===== src/rtl/acc_pkg.sv =====
package acc_pkg;
	// Register byte addresses on the APB
	localparam logic [11:0] ADDR_CTRL0   = 12'h000;
	localparam logic [11:0] ADDR_CTRL1   = 12'h004;
	localparam logic [11:0] ADDR_MIRROR  = 12'h008;
	localparam logic [11:0] ADDR_IRQ     = 12'h00C;
	localparam logic [11:0] ADDR_PORT    = 12'h010;
	localparam logic [11:0] ADDR_PINCFG  = 12'h014;

	// Control register zero fields
	localparam int unsigned C0_ENABLE = 7;
	localparam int unsigned C0_RESULT = 6;
	localparam int unsigned C0_OE     = 5;
	localparam int unsigned C0_INVERT = 4;
	localparam int unsigned C0_SPEED  = 2;
	localparam int unsigned C0_HYST   = 1;
	localparam int unsigned C0_SYNC   = 0;

	// Control register one fields
	localparam int unsigned C1_RISE   = 7;
	localparam int unsigned C1_FALL   = 6;
	localparam int unsigned C1_PCH_LO = 4;
	localparam int unsigned C1_NCH_LO = 0;

	// Pin configuration fields
	localparam int unsigned PC_DIR    = 0;
	localparam int unsigned PC_ANALOG = 1;

	localparam int unsigned NUM_PINS  = 6;

	localparam logic [7:0] CTRL0_RESET = 8'h04;
	localparam logic [7:0] CTRL1_RESET = 8'h00;
	localparam logic [7:0] CTRL0_WMASK = 8'hB7;
	localparam logic [7:0] CTRL1_WMASK = 8'hF7;
	localparam logic [5:0] PIN_DIR_RESET = 6'h3F;
	localparam logic [5:0] PIN_ANA_RESET = 6'h00;

	typedef enum logic [1:0] {
		ACC_PCH_PIN = 2'b00,
		ACC_PCH_DAC = 2'b01,
		ACC_PCH_REF = 2'b10,
		ACC_PCH_GND = 2'b11
	} acc_pch_t;

	typedef enum logic [2:0] {
		ACC_NCH_PIN0 = 3'b000,
		ACC_NCH_PIN1 = 3'b001,
		ACC_NCH_REF  = 3'b100
	} acc_nch_t;

	// Analog mux one-hot source enables
	localparam int unsigned PSRC_W = 4;
	localparam int unsigned NSRC_W = 3;
endpackage : acc_pkg


===== src/rtl/acc_comparator_ctrl.sv =====
`timescale 1ns/10ps
`default_nettype none
module acc_comparator_ctrl (
	input  wire logic        pclk,
	input  wire logic        presetn,
	input  wire logic        psel,
	input  wire logic        penable,
	input  wire logic        pwrite,
	input  wire logic [11:0] paddr,
	input  wire logic [31:0] pwdata,
	input  wire logic [3:0]  pstrb,
	output var  logic [31:0] prdata,
	output var  logic        pready,
	output var  logic        pslverr,
	input  wire logic        cmp_raw,
	input  wire logic        timer_clk,
	input  wire logic [5:0]  port_pins_in,
	output var  logic [5:0]  port_pins_out,
	output var  logic [5:0]  port_pins_oe,
	output var  logic        cmp_power_on,
	output var  logic        cmp_speed_normal,
	output var  logic        cmp_hysteresis_on,
	output var  logic [3:0]  pos_src_enable,
	output var  logic [2:0]  neg_src_enable,
	output var  logic        result_synchronized,
	output var  logic        result_unsynchronized,
	output var  logic        timer_gate_source,
	output var  logic        comparator_irq_flag
);
	import acc_pkg::*;

	// Pin that carries the comparator result
	localparam int unsigned RESULT_PIN = 2;

	logic [7:0] ctrl0_reg;
	logic [7:0] ctrl1_reg;
	logic [5:0] port_latch_reg;
	logic [5:0] pin_dir_reg;
	logic [5:0] pin_ana_reg;
	logic       irq_flag_reg;
	logic       result_reg;
	logic       result_prev_reg;
	logic       raw_sync;
	logic       timer_latched;
	logic       result_comb;
	logic       pin_drive;
	logic       wr_en;
	logic       rd_en;
	logic       rise_evt;
	logic       fall_evt;
	logic       addr_ok;
	logic [5:0] port_read;
	logic [31:0] rdata_next;

	wire enable_bit = ctrl0_reg[C0_ENABLE];
	wire invert_bit = ctrl0_reg[C0_INVERT];
	wire oe_bit     = ctrl0_reg[C0_OE];
	wire sync_bit   = ctrl0_reg[C0_SYNC];
	wire [1:0] pch  = ctrl1_reg[C1_PCH_LO +: 2];
	wire [2:0] nch  = ctrl1_reg[C1_NCH_LO +: 3];

	assign wr_en = psel && penable && pwrite && pready;
	assign rd_en = psel && !penable && !pwrite;

	acc_sync2 u_sync (
		.pclk    (pclk),
		.presetn (presetn),
		.d       (cmp_raw),
		.q       (raw_sync)
	);

	// Disabled comparator reads low before polarity
	assign result_comb = (enable_bit & raw_sync) ^ invert_bit;

	acc_timer_latch u_tlatch (
		.pclk      (pclk),
		.presetn   (presetn),
		.timer_clk (timer_clk),
		.d         (result_comb),
		.q         (timer_latched)
	);

	always_comb begin
		addr_ok = 1'b1;
		case (paddr)
			ADDR_CTRL0, ADDR_CTRL1, ADDR_MIRROR, ADDR_IRQ, ADDR_PORT, ADDR_PINCFG: begin
				addr_ok = 1'b1;
			end
			default: begin
				addr_ok = 1'b0;
			end
		endcase
	end

	always_ff @(posedge pclk or negedge presetn) begin
		if (!presetn) begin
			pready <= 1'b0;
		end else begin
			pready <= psel && !penable;
		end
	end

	always_ff @(posedge pclk or negedge presetn) begin
		if (!presetn) begin
			pslverr <= 1'b0;
		end else begin
			pslverr <= psel && !penable && !addr_ok;
		end
	end

	// Control register zero
	always_ff @(posedge pclk or negedge presetn) begin
		if (!presetn) begin
			ctrl0_reg <= CTRL0_RESET;
		end else if (wr_en && paddr == ADDR_CTRL0 && pstrb[0]) begin
			ctrl0_reg <= (pwdata[7:0] & CTRL0_WMASK) | (ctrl0_reg & ~CTRL0_WMASK);
		end
	end

	always_ff @(posedge pclk or negedge presetn) begin
		if (!presetn) begin
			ctrl1_reg <= CTRL1_RESET;
		end else if (wr_en && paddr == ADDR_CTRL1 && pstrb[0]) begin
			ctrl1_reg <= pwdata[7:0] & CTRL1_WMASK;
		end
	end

	always_ff @(posedge pclk or negedge presetn) begin
		if (!presetn) begin
			port_latch_reg <= '0;
		end else if (wr_en && paddr == ADDR_PORT && pstrb[0]) begin
			port_latch_reg <= pwdata[5:0];
		end
	end

	always_ff @(posedge pclk or negedge presetn) begin
		if (!presetn) begin
			pin_dir_reg <= PIN_DIR_RESET;
			pin_ana_reg <= PIN_ANA_RESET;
		end else if (wr_en && paddr == ADDR_PINCFG) begin
			if (pstrb[0]) begin
				pin_dir_reg <= pwdata[5:0];
			end
			if (pstrb[1]) begin
				pin_ana_reg <= pwdata[13:8];
			end
		end
	end

	// Internal result registered once per cycle
	always_ff @(posedge pclk or negedge presetn) begin
		if (!presetn) begin
			result_reg <= 1'b0;
		end else begin
			result_reg <= result_comb;
		end
	end

	always_ff @(posedge pclk or negedge presetn) begin
		if (!presetn) begin
			result_prev_reg <= 1'b0;
		end else begin
			result_prev_reg <= result_reg;
		end
	end

	assign rise_evt = result_reg && !result_prev_reg && ctrl1_reg[C1_RISE];
	assign fall_evt = !result_reg && result_prev_reg && ctrl1_reg[C1_FALL];

	// Set wins over a clear in the same cycle
	always_ff @(posedge pclk or negedge presetn) begin
		if (!presetn) begin
			irq_flag_reg <= 1'b0;
		end else if (rise_evt || fall_evt) begin
			irq_flag_reg <= 1'b1;
		end else if (wr_en && paddr == ADDR_IRQ && pstrb[0] && pwdata[0]) begin
			irq_flag_reg <= 1'b0;
		end
	end

	// Analog pins read zero
	assign port_read = port_pins_in & ~pin_ana_reg;

	always_comb begin
		rdata_next = '0;
		case (paddr)
			ADDR_CTRL0: begin
				rdata_next[7:0] = ctrl0_reg;
				rdata_next[C0_RESULT] = result_reg;
			end
			ADDR_CTRL1: begin
				rdata_next[7:0] = ctrl1_reg;
			end
			ADDR_MIRROR: begin
				rdata_next[0] = result_reg;
			end
			ADDR_IRQ: begin
				rdata_next[0] = irq_flag_reg;
			end
			ADDR_PORT: begin
				rdata_next[5:0] = port_read;
			end
			ADDR_PINCFG: begin
				rdata_next[5:0]  = pin_dir_reg;
				rdata_next[13:8] = pin_ana_reg;
			end
			default: begin
				rdata_next = '0;
			end
		endcase
	end

	always_ff @(posedge pclk or negedge presetn) begin
		if (!presetn) begin
			prdata <= '0;
		end else if (rd_en) begin
			prdata <= rdata_next;
		end
	end

	// Pin side uses unregistered result, or timer-latched in sync mode
	assign pin_drive = sync_bit ? timer_latched : result_comb;

	generate
		for (genvar i = 0; i < NUM_PINS; i++) begin : g_pin
			always_ff @(posedge pclk or negedge presetn) begin
				if (!presetn) begin
					port_pins_out[i] <= 1'b0;
					port_pins_oe[i]  <= 1'b0;
				end else if (i == RESULT_PIN && oe_bit) begin
					port_pins_out[i] <= pin_drive;
					port_pins_oe[i]  <= !pin_dir_reg[i] && enable_bit;
				end else begin
					port_pins_out[i] <= port_latch_reg[i];
					port_pins_oe[i]  <= !pin_dir_reg[i];
				end
			end
		end
	endgenerate

	// Analog control and source selection
	always_ff @(posedge pclk or negedge presetn) begin
		if (!presetn) begin
			cmp_power_on <= 1'b0;
		end else begin
			cmp_power_on <= enable_bit;
		end
	end

	always_ff @(posedge pclk or negedge presetn) begin
		if (!presetn) begin
			cmp_speed_normal <= 1'b1;
		end else begin
			cmp_speed_normal <= ctrl0_reg[C0_SPEED];
		end
	end

	always_ff @(posedge pclk or negedge presetn) begin
		if (!presetn) begin
			cmp_hysteresis_on <= 1'b0;
		end else begin
			cmp_hysteresis_on <= ctrl0_reg[C0_HYST];
		end
	end

	// Sources left open while the comparator is off
	always_ff @(posedge pclk or negedge presetn) begin
		if (!presetn) begin
			pos_src_enable <= '0;
		end else if (!enable_bit) begin
			pos_src_enable <= '0;
		end else begin
			case (pch)
				ACC_PCH_PIN: pos_src_enable <= 4'h1;
				ACC_PCH_DAC: pos_src_enable <= 4'h2;
				ACC_PCH_REF: pos_src_enable <= 4'h4;
				ACC_PCH_GND: pos_src_enable <= 4'h8;
				default:     pos_src_enable <= 4'h0;
			endcase
		end
	end

	// Reserved codes leave the inverting input open
	always_ff @(posedge pclk or negedge presetn) begin
		if (!presetn) begin
			neg_src_enable <= '0;
		end else if (!enable_bit) begin
			neg_src_enable <= '0;
		end else begin
			case (nch)
				ACC_NCH_PIN0: neg_src_enable <= 3'h1;
				ACC_NCH_PIN1: neg_src_enable <= 3'h2;
				ACC_NCH_REF:  neg_src_enable <= 3'h4;
				default:      neg_src_enable <= 3'h0;
			endcase
		end
	end

	// Result routing to peripherals
	always_ff @(posedge pclk or negedge presetn) begin
		if (!presetn) begin
			result_synchronized <= 1'b0;
		end else begin
			result_synchronized <= sync_bit ? timer_latched : result_reg;
		end
	end

	always_ff @(posedge pclk or negedge presetn) begin
		if (!presetn) begin
			result_unsynchronized <= 1'b0;
		end else begin
			result_unsynchronized <= result_comb;
		end
	end

	always_ff @(posedge pclk or negedge presetn) begin
		if (!presetn) begin
			timer_gate_source <= 1'b0;
		end else begin
			timer_gate_source <= sync_bit ? timer_latched : result_reg;
		end
	end

	always_ff @(posedge pclk or negedge presetn) begin
		if (!presetn) begin
			comparator_irq_flag <= 1'b0;
		end else begin
			comparator_irq_flag <= irq_flag_reg;
		end
	end
endmodule // acc_comparator_ctrl
`default_nettype wire


===== src/rtl/acc_sync2.sv =====
`timescale 1ns/10ps
`default_nettype none
module acc_sync2 (
	input  wire logic pclk,
	input  wire logic presetn,
	input  wire logic d,
	output var  logic q
);
	logic stage1_reg;

	always_ff @(posedge pclk or negedge presetn) begin
		if (!presetn) begin
			stage1_reg <= 1'b0;
			q          <= 1'b0;
		end else begin
			stage1_reg <= d;
			q          <= stage1_reg;
		end
	end
endmodule // acc_sync2
`default_nettype wire


===== src/rtl/acc_timer_latch.sv =====
`timescale 1ns/10ps
`default_nettype none
// Catches the result at each falling edge of the timer tick input
module acc_timer_latch (
	input  wire logic pclk,
	input  wire logic presetn,
	input  wire logic timer_clk,
	input  wire logic d,
	output var  logic q
);
	logic tclk_prev_reg;

	always_ff @(posedge pclk or negedge presetn) begin
		if (!presetn) begin
			tclk_prev_reg <= 1'b0;
			q             <= 1'b0;
		end else begin
			tclk_prev_reg <= timer_clk;
			if (tclk_prev_reg && !timer_clk) begin
				q <= d;
			end
		end
	end
endmodule // acc_timer_latch
`default_nettype wire


===== config.mk =====
export PLATFORM = sky130hd
export DESIGN_NAME = acc_comparator_ctrl
export DESIGN_NICKNAME = d
export VERILOG_FILES = /design/src/rtl/acc_pkg.sv /design/src/rtl/acc_comparator_ctrl.sv /design/src/rtl/acc_sync2.sv /design/src/rtl/acc_timer_latch.sv
export SDC_FILE = /design/constraint.sdc
export NUM_CORES = 1
export LEC_CHECK = 0
export BUFFER_PORTS_ARGS = -buffer_cell sky130_fd_sc_hd__buf_4
export CAP_MARGIN = 10
export CORE_ASPECT_RATIO = 1.75
export CORE_MARGIN = 2
export CORE_UTILIZATION = 52
export CTS_CLUSTER_SIZE = 25
export DETAILED_ROUTE_END_ITERATION = 12
export PLACE_DENSITY = 0.8
export SLEW_MARGIN = 40
export SYNTH_ARGS = -nofsm -noshare
export SYNTH_HDL_FRONTEND = slang
export SYNTH_SLANG_ARGS = --single-unit
export TNS_END_PERCENT = 1

===== constraint.sdc =====
create_clock -name pclk -period 3.5 [get_ports pclk]
set_input_delay 0.7 -clock pclk [delete_from_list [all_inputs] [get_ports pclk]]
set_output_delay 0.7 -clock pclk [all_outputs]
set_load 0.01 [all_outputs]

==> impl_metrics.csv <==
group,metric,value,unit
power,internal_power,1459,uW
clock_tree,cts_htree_levels,3,
power,p_leak,0.002025,uW
timing,rsz0062_at_grt,"no",
synth,yosys_warnings,0,
final_layout,syn_to_final_growth,26.89,%
critical_path,crit_fanout,6,
power,p_seq_share,49.4,%
die,dieHeight,108.1,um
final_layout,final_nets,367,
timing,report.final.slew_viol_count,0,
synth,synth_ff_type,"dfrtp_1",
timing,finalSetupTns,0,ns
final_layout,fillers,474,
clock_tree,cts_hold_buf,0,
die,start_util,52.90,%
timing,min_period,2.083,ns
clock_tree,clkSinkCount,78,
global_routing,grt_use_total,20.43,%
clock_tree,ctsResizeCount,0,
global_routing,grt_pass1_vias,2059,
clock_tree,path_clk_slew,0.08,ns
timing,final-setup-viol-count,0,
die,die-area,0.006861,sq mm
synth,synthDistinctLibCells,38,
synth,ys_ff_latch,78,
critical_path,worstPathCellList,"buf_4 > nor4_4 > nand4_1 > nor2_1 > mux2_2",
timing,max_freq,0.4800,GHz
placement,gp_congestion,0.8199,
route,first_pass_iters,4,
synth,syn-cell-area,0.003219,sq mm
placement,dp_hpwl,4684,um
route,drtIter0Drc,93,
power,total_power,1832,uW
synth,ys_async_sr_fraction,100.0,%
route,routed_via_density,5.110,
critical_path,critPathLaunchType,"input port",
die,ios,121,
synth,yosysTopAreaCellShare,54.41,%
die,fp.coreArea,0.006086,sq mm
clock_tree,cts_buffers,9,
global_routing,grt_max_degree,79,
clock_tree,cts_tree,"done",
placement,place_ws,1.037,ns
final_layout,antenna_cells,0,
critical_path,critPathRequiredTime,3.77,ns
synth,synth.top_cells.by_count,"dfrtp_1 (70), mux2_2 (29), buf_4 (19)",
route,drt-total-wl,6477,um
power,pwr-share-clk,45.4,%
route,drc,0,
critical_path,arrival,2.36,ns
power,pwr_density_cell,448.4,mW/mm^2
final_layout,drive_gt1_share,49.20,%
power,swShare,20.32,%
synth,syn_inst,220,
synth,synth_most_common_cell,"dfrtp_1",
placement,portBuffers,82,
synth,seq_area_frac_synth,60.94,%
final_layout,largest_register_ffs,14,
global_routing,grt_antenna_before_repair,0,
global_routing,grt_first_pass_wirelength,10410,um
die,dieWidth,63.48,um
timing,fin_skew,0.004686,ns
clock_tree,clock_path_buffers,2,
timing,hold_viol_final,0,
timing,setup_ws,1.417,ns
synth,synth_enable_flop_cells,0,
route,post_drt_wl_per_cell,16.57,um
power,switching_power,372.1,uW
critical_path,path_class,"input port to flip-flop",
route,routed-via-count,1998,
outcome,status,"finished clean",
critical_path,critPathCaptureType,"flip-flop",
clock_tree,post-cts-setup-buffers,0,
worst_hold_path,worstHoldPathType,"input port to async pin",
route,ant_nets,0,
clock_tree,root_buffer,"clkbuf_8",
timing,maxSlewHeadroom,54.38,%
die,rows,38,
power,vdd_drop_max,0.0002889,V
critical_path,slowest_stage,"nor2_1",
timing,max_slew.worst_pin.slew,0.6843,ns
synth,synth.avg_cell_area,14.63,sq um
timing,finalCritPeriodShare,59.52,%
clock_tree,worstSkewPairLatency,0.34,ns
critical_path,cpPeakStageDelay,0.58,ns
global_routing,overflow,0,
job,maxCapViolCount,0,
synth,synthTopCellsByArea,"dfrtp_1 (54%), mux2_2 (10%), dfstp_2 (6.5%)",
synth,synth_area_leader_cell,"dfrtp_1",
power,combPwrFrac,5.2,%
-- cells in the final DEF (no fill, tap or decap), drive strengths merged --
| cell | instances |
|---|---|
| a21oi | 3 |
| a22o | 12 |
| a32o | 1 |
| and3 | 1 |
| and3b | 1 |
| and4 | 1 |
| buf | 83 |
| bufinv | 3 |
| clkbuf | 11 |
| clkinv | 1 |
| conb | 18 |
| dfrtp | 70 |
| dfstp | 8 |
| inv | 8 |
| mux2 | 35 |
| mux2i | 3 |
| mux4 | 5 |
| nand2 | 7 |
| nand2b | 2 |
| nand3 | 3 |
| nand3b | 2 |
| nand4 | 1 |
| nor2 | 7 |
| nor2b | 8 |
| nor3 | 4 |
| nor3b | 1 |
| nor4 | 3 |
| nor4b | 3 |
| o211ai | 1 |
| o21ai | 1 |
| o31ai | 2 |
| or4 | 1 |
| xnor2 | 1 |
-- routing by layer --
metal	track usage, %	vias to the layer above	routed length [um]
met5	0	-	0
met4	11.34	0	200
met3	4.579	14	312
met2	35.34	72	3488
met1	23.21	999	2475
li1	-	913	-
-- cell type report --
class                   instances  area, sq um  share of cell area, %
multi-input cells             127         1115                  27.29
flip-flops and latches         78         1962                  48.02
clock buffers                  11        151.4                  3.706
well taps                      80        100.1                  2.450
repair buffers                 83        626.9                  15.34
clock inverters                 5        103.9                  2.542
inverters                       7        26.28                 0.6432
-- power groups by stage --
stage | Clock, uW | Combinational [uW] | Sequential (uW)
after floorplan | 0 | 47.3 | 923
after global placement | 0 | 94.1 | 922
after detailed placement | 0 | 96.3 | 922
after CTS | 843 | 96.5 | 905
after global routing | 885 | 105 | 905
final | 832 | 95.1 | 905
-- metrics by stage --
stage               util (%)  std cells  area [sq um]  hold slack, ns
finish                 67.13        391          4085          0.3552
global placement       62.87        375          3826          0.3366
detailed placement     62.93        375          3830          0.3428
CTS                    67.13        391          4085          0.3603
global route           67.13        391          4085          0.3749
floorplan                  -        237          3283          0.3312
-- worst max-delay path, delay by kind of cell --
family / cells / cell delay [ns]
buffers and inverters: 1 / 0.12
muxes: 1 / 0.41
and+or+nand+nor: 3 / 1.12
-- path summary, 6_finish.rpt --
path	cells after the start	start	end	slack, ns
worst max-delay path	5	paddr[10]	pin_dir_reg[5]	1.42
min in group pclk	0	u_sync.stage1_reg	u_sync.q	0.36
worst min register to register	0	u_sync.stage1_reg	u_sync.q	0.36
worst max register to register	4	pready	ctrl1_reg[4]	1.67
max in group asynchronous	1	presetn	port_pins_out[1]	2.66
worst min-delay path	1	presetn	port_pins_out[0]	0.36
-- cell families after synthesis --
logic type	after synthesis	synth area share (%)
AO/OA/AOI/OAI	20	4.897
XOR/XNOR	1	0.2721
buffers and inverters	32	6.413
flip-flops	78	60.94
multiplexers	43	17.37
other	1	0.1165
AND/OR/NAND/NOR	45	9.989
(Power assumes the default switching activity.)
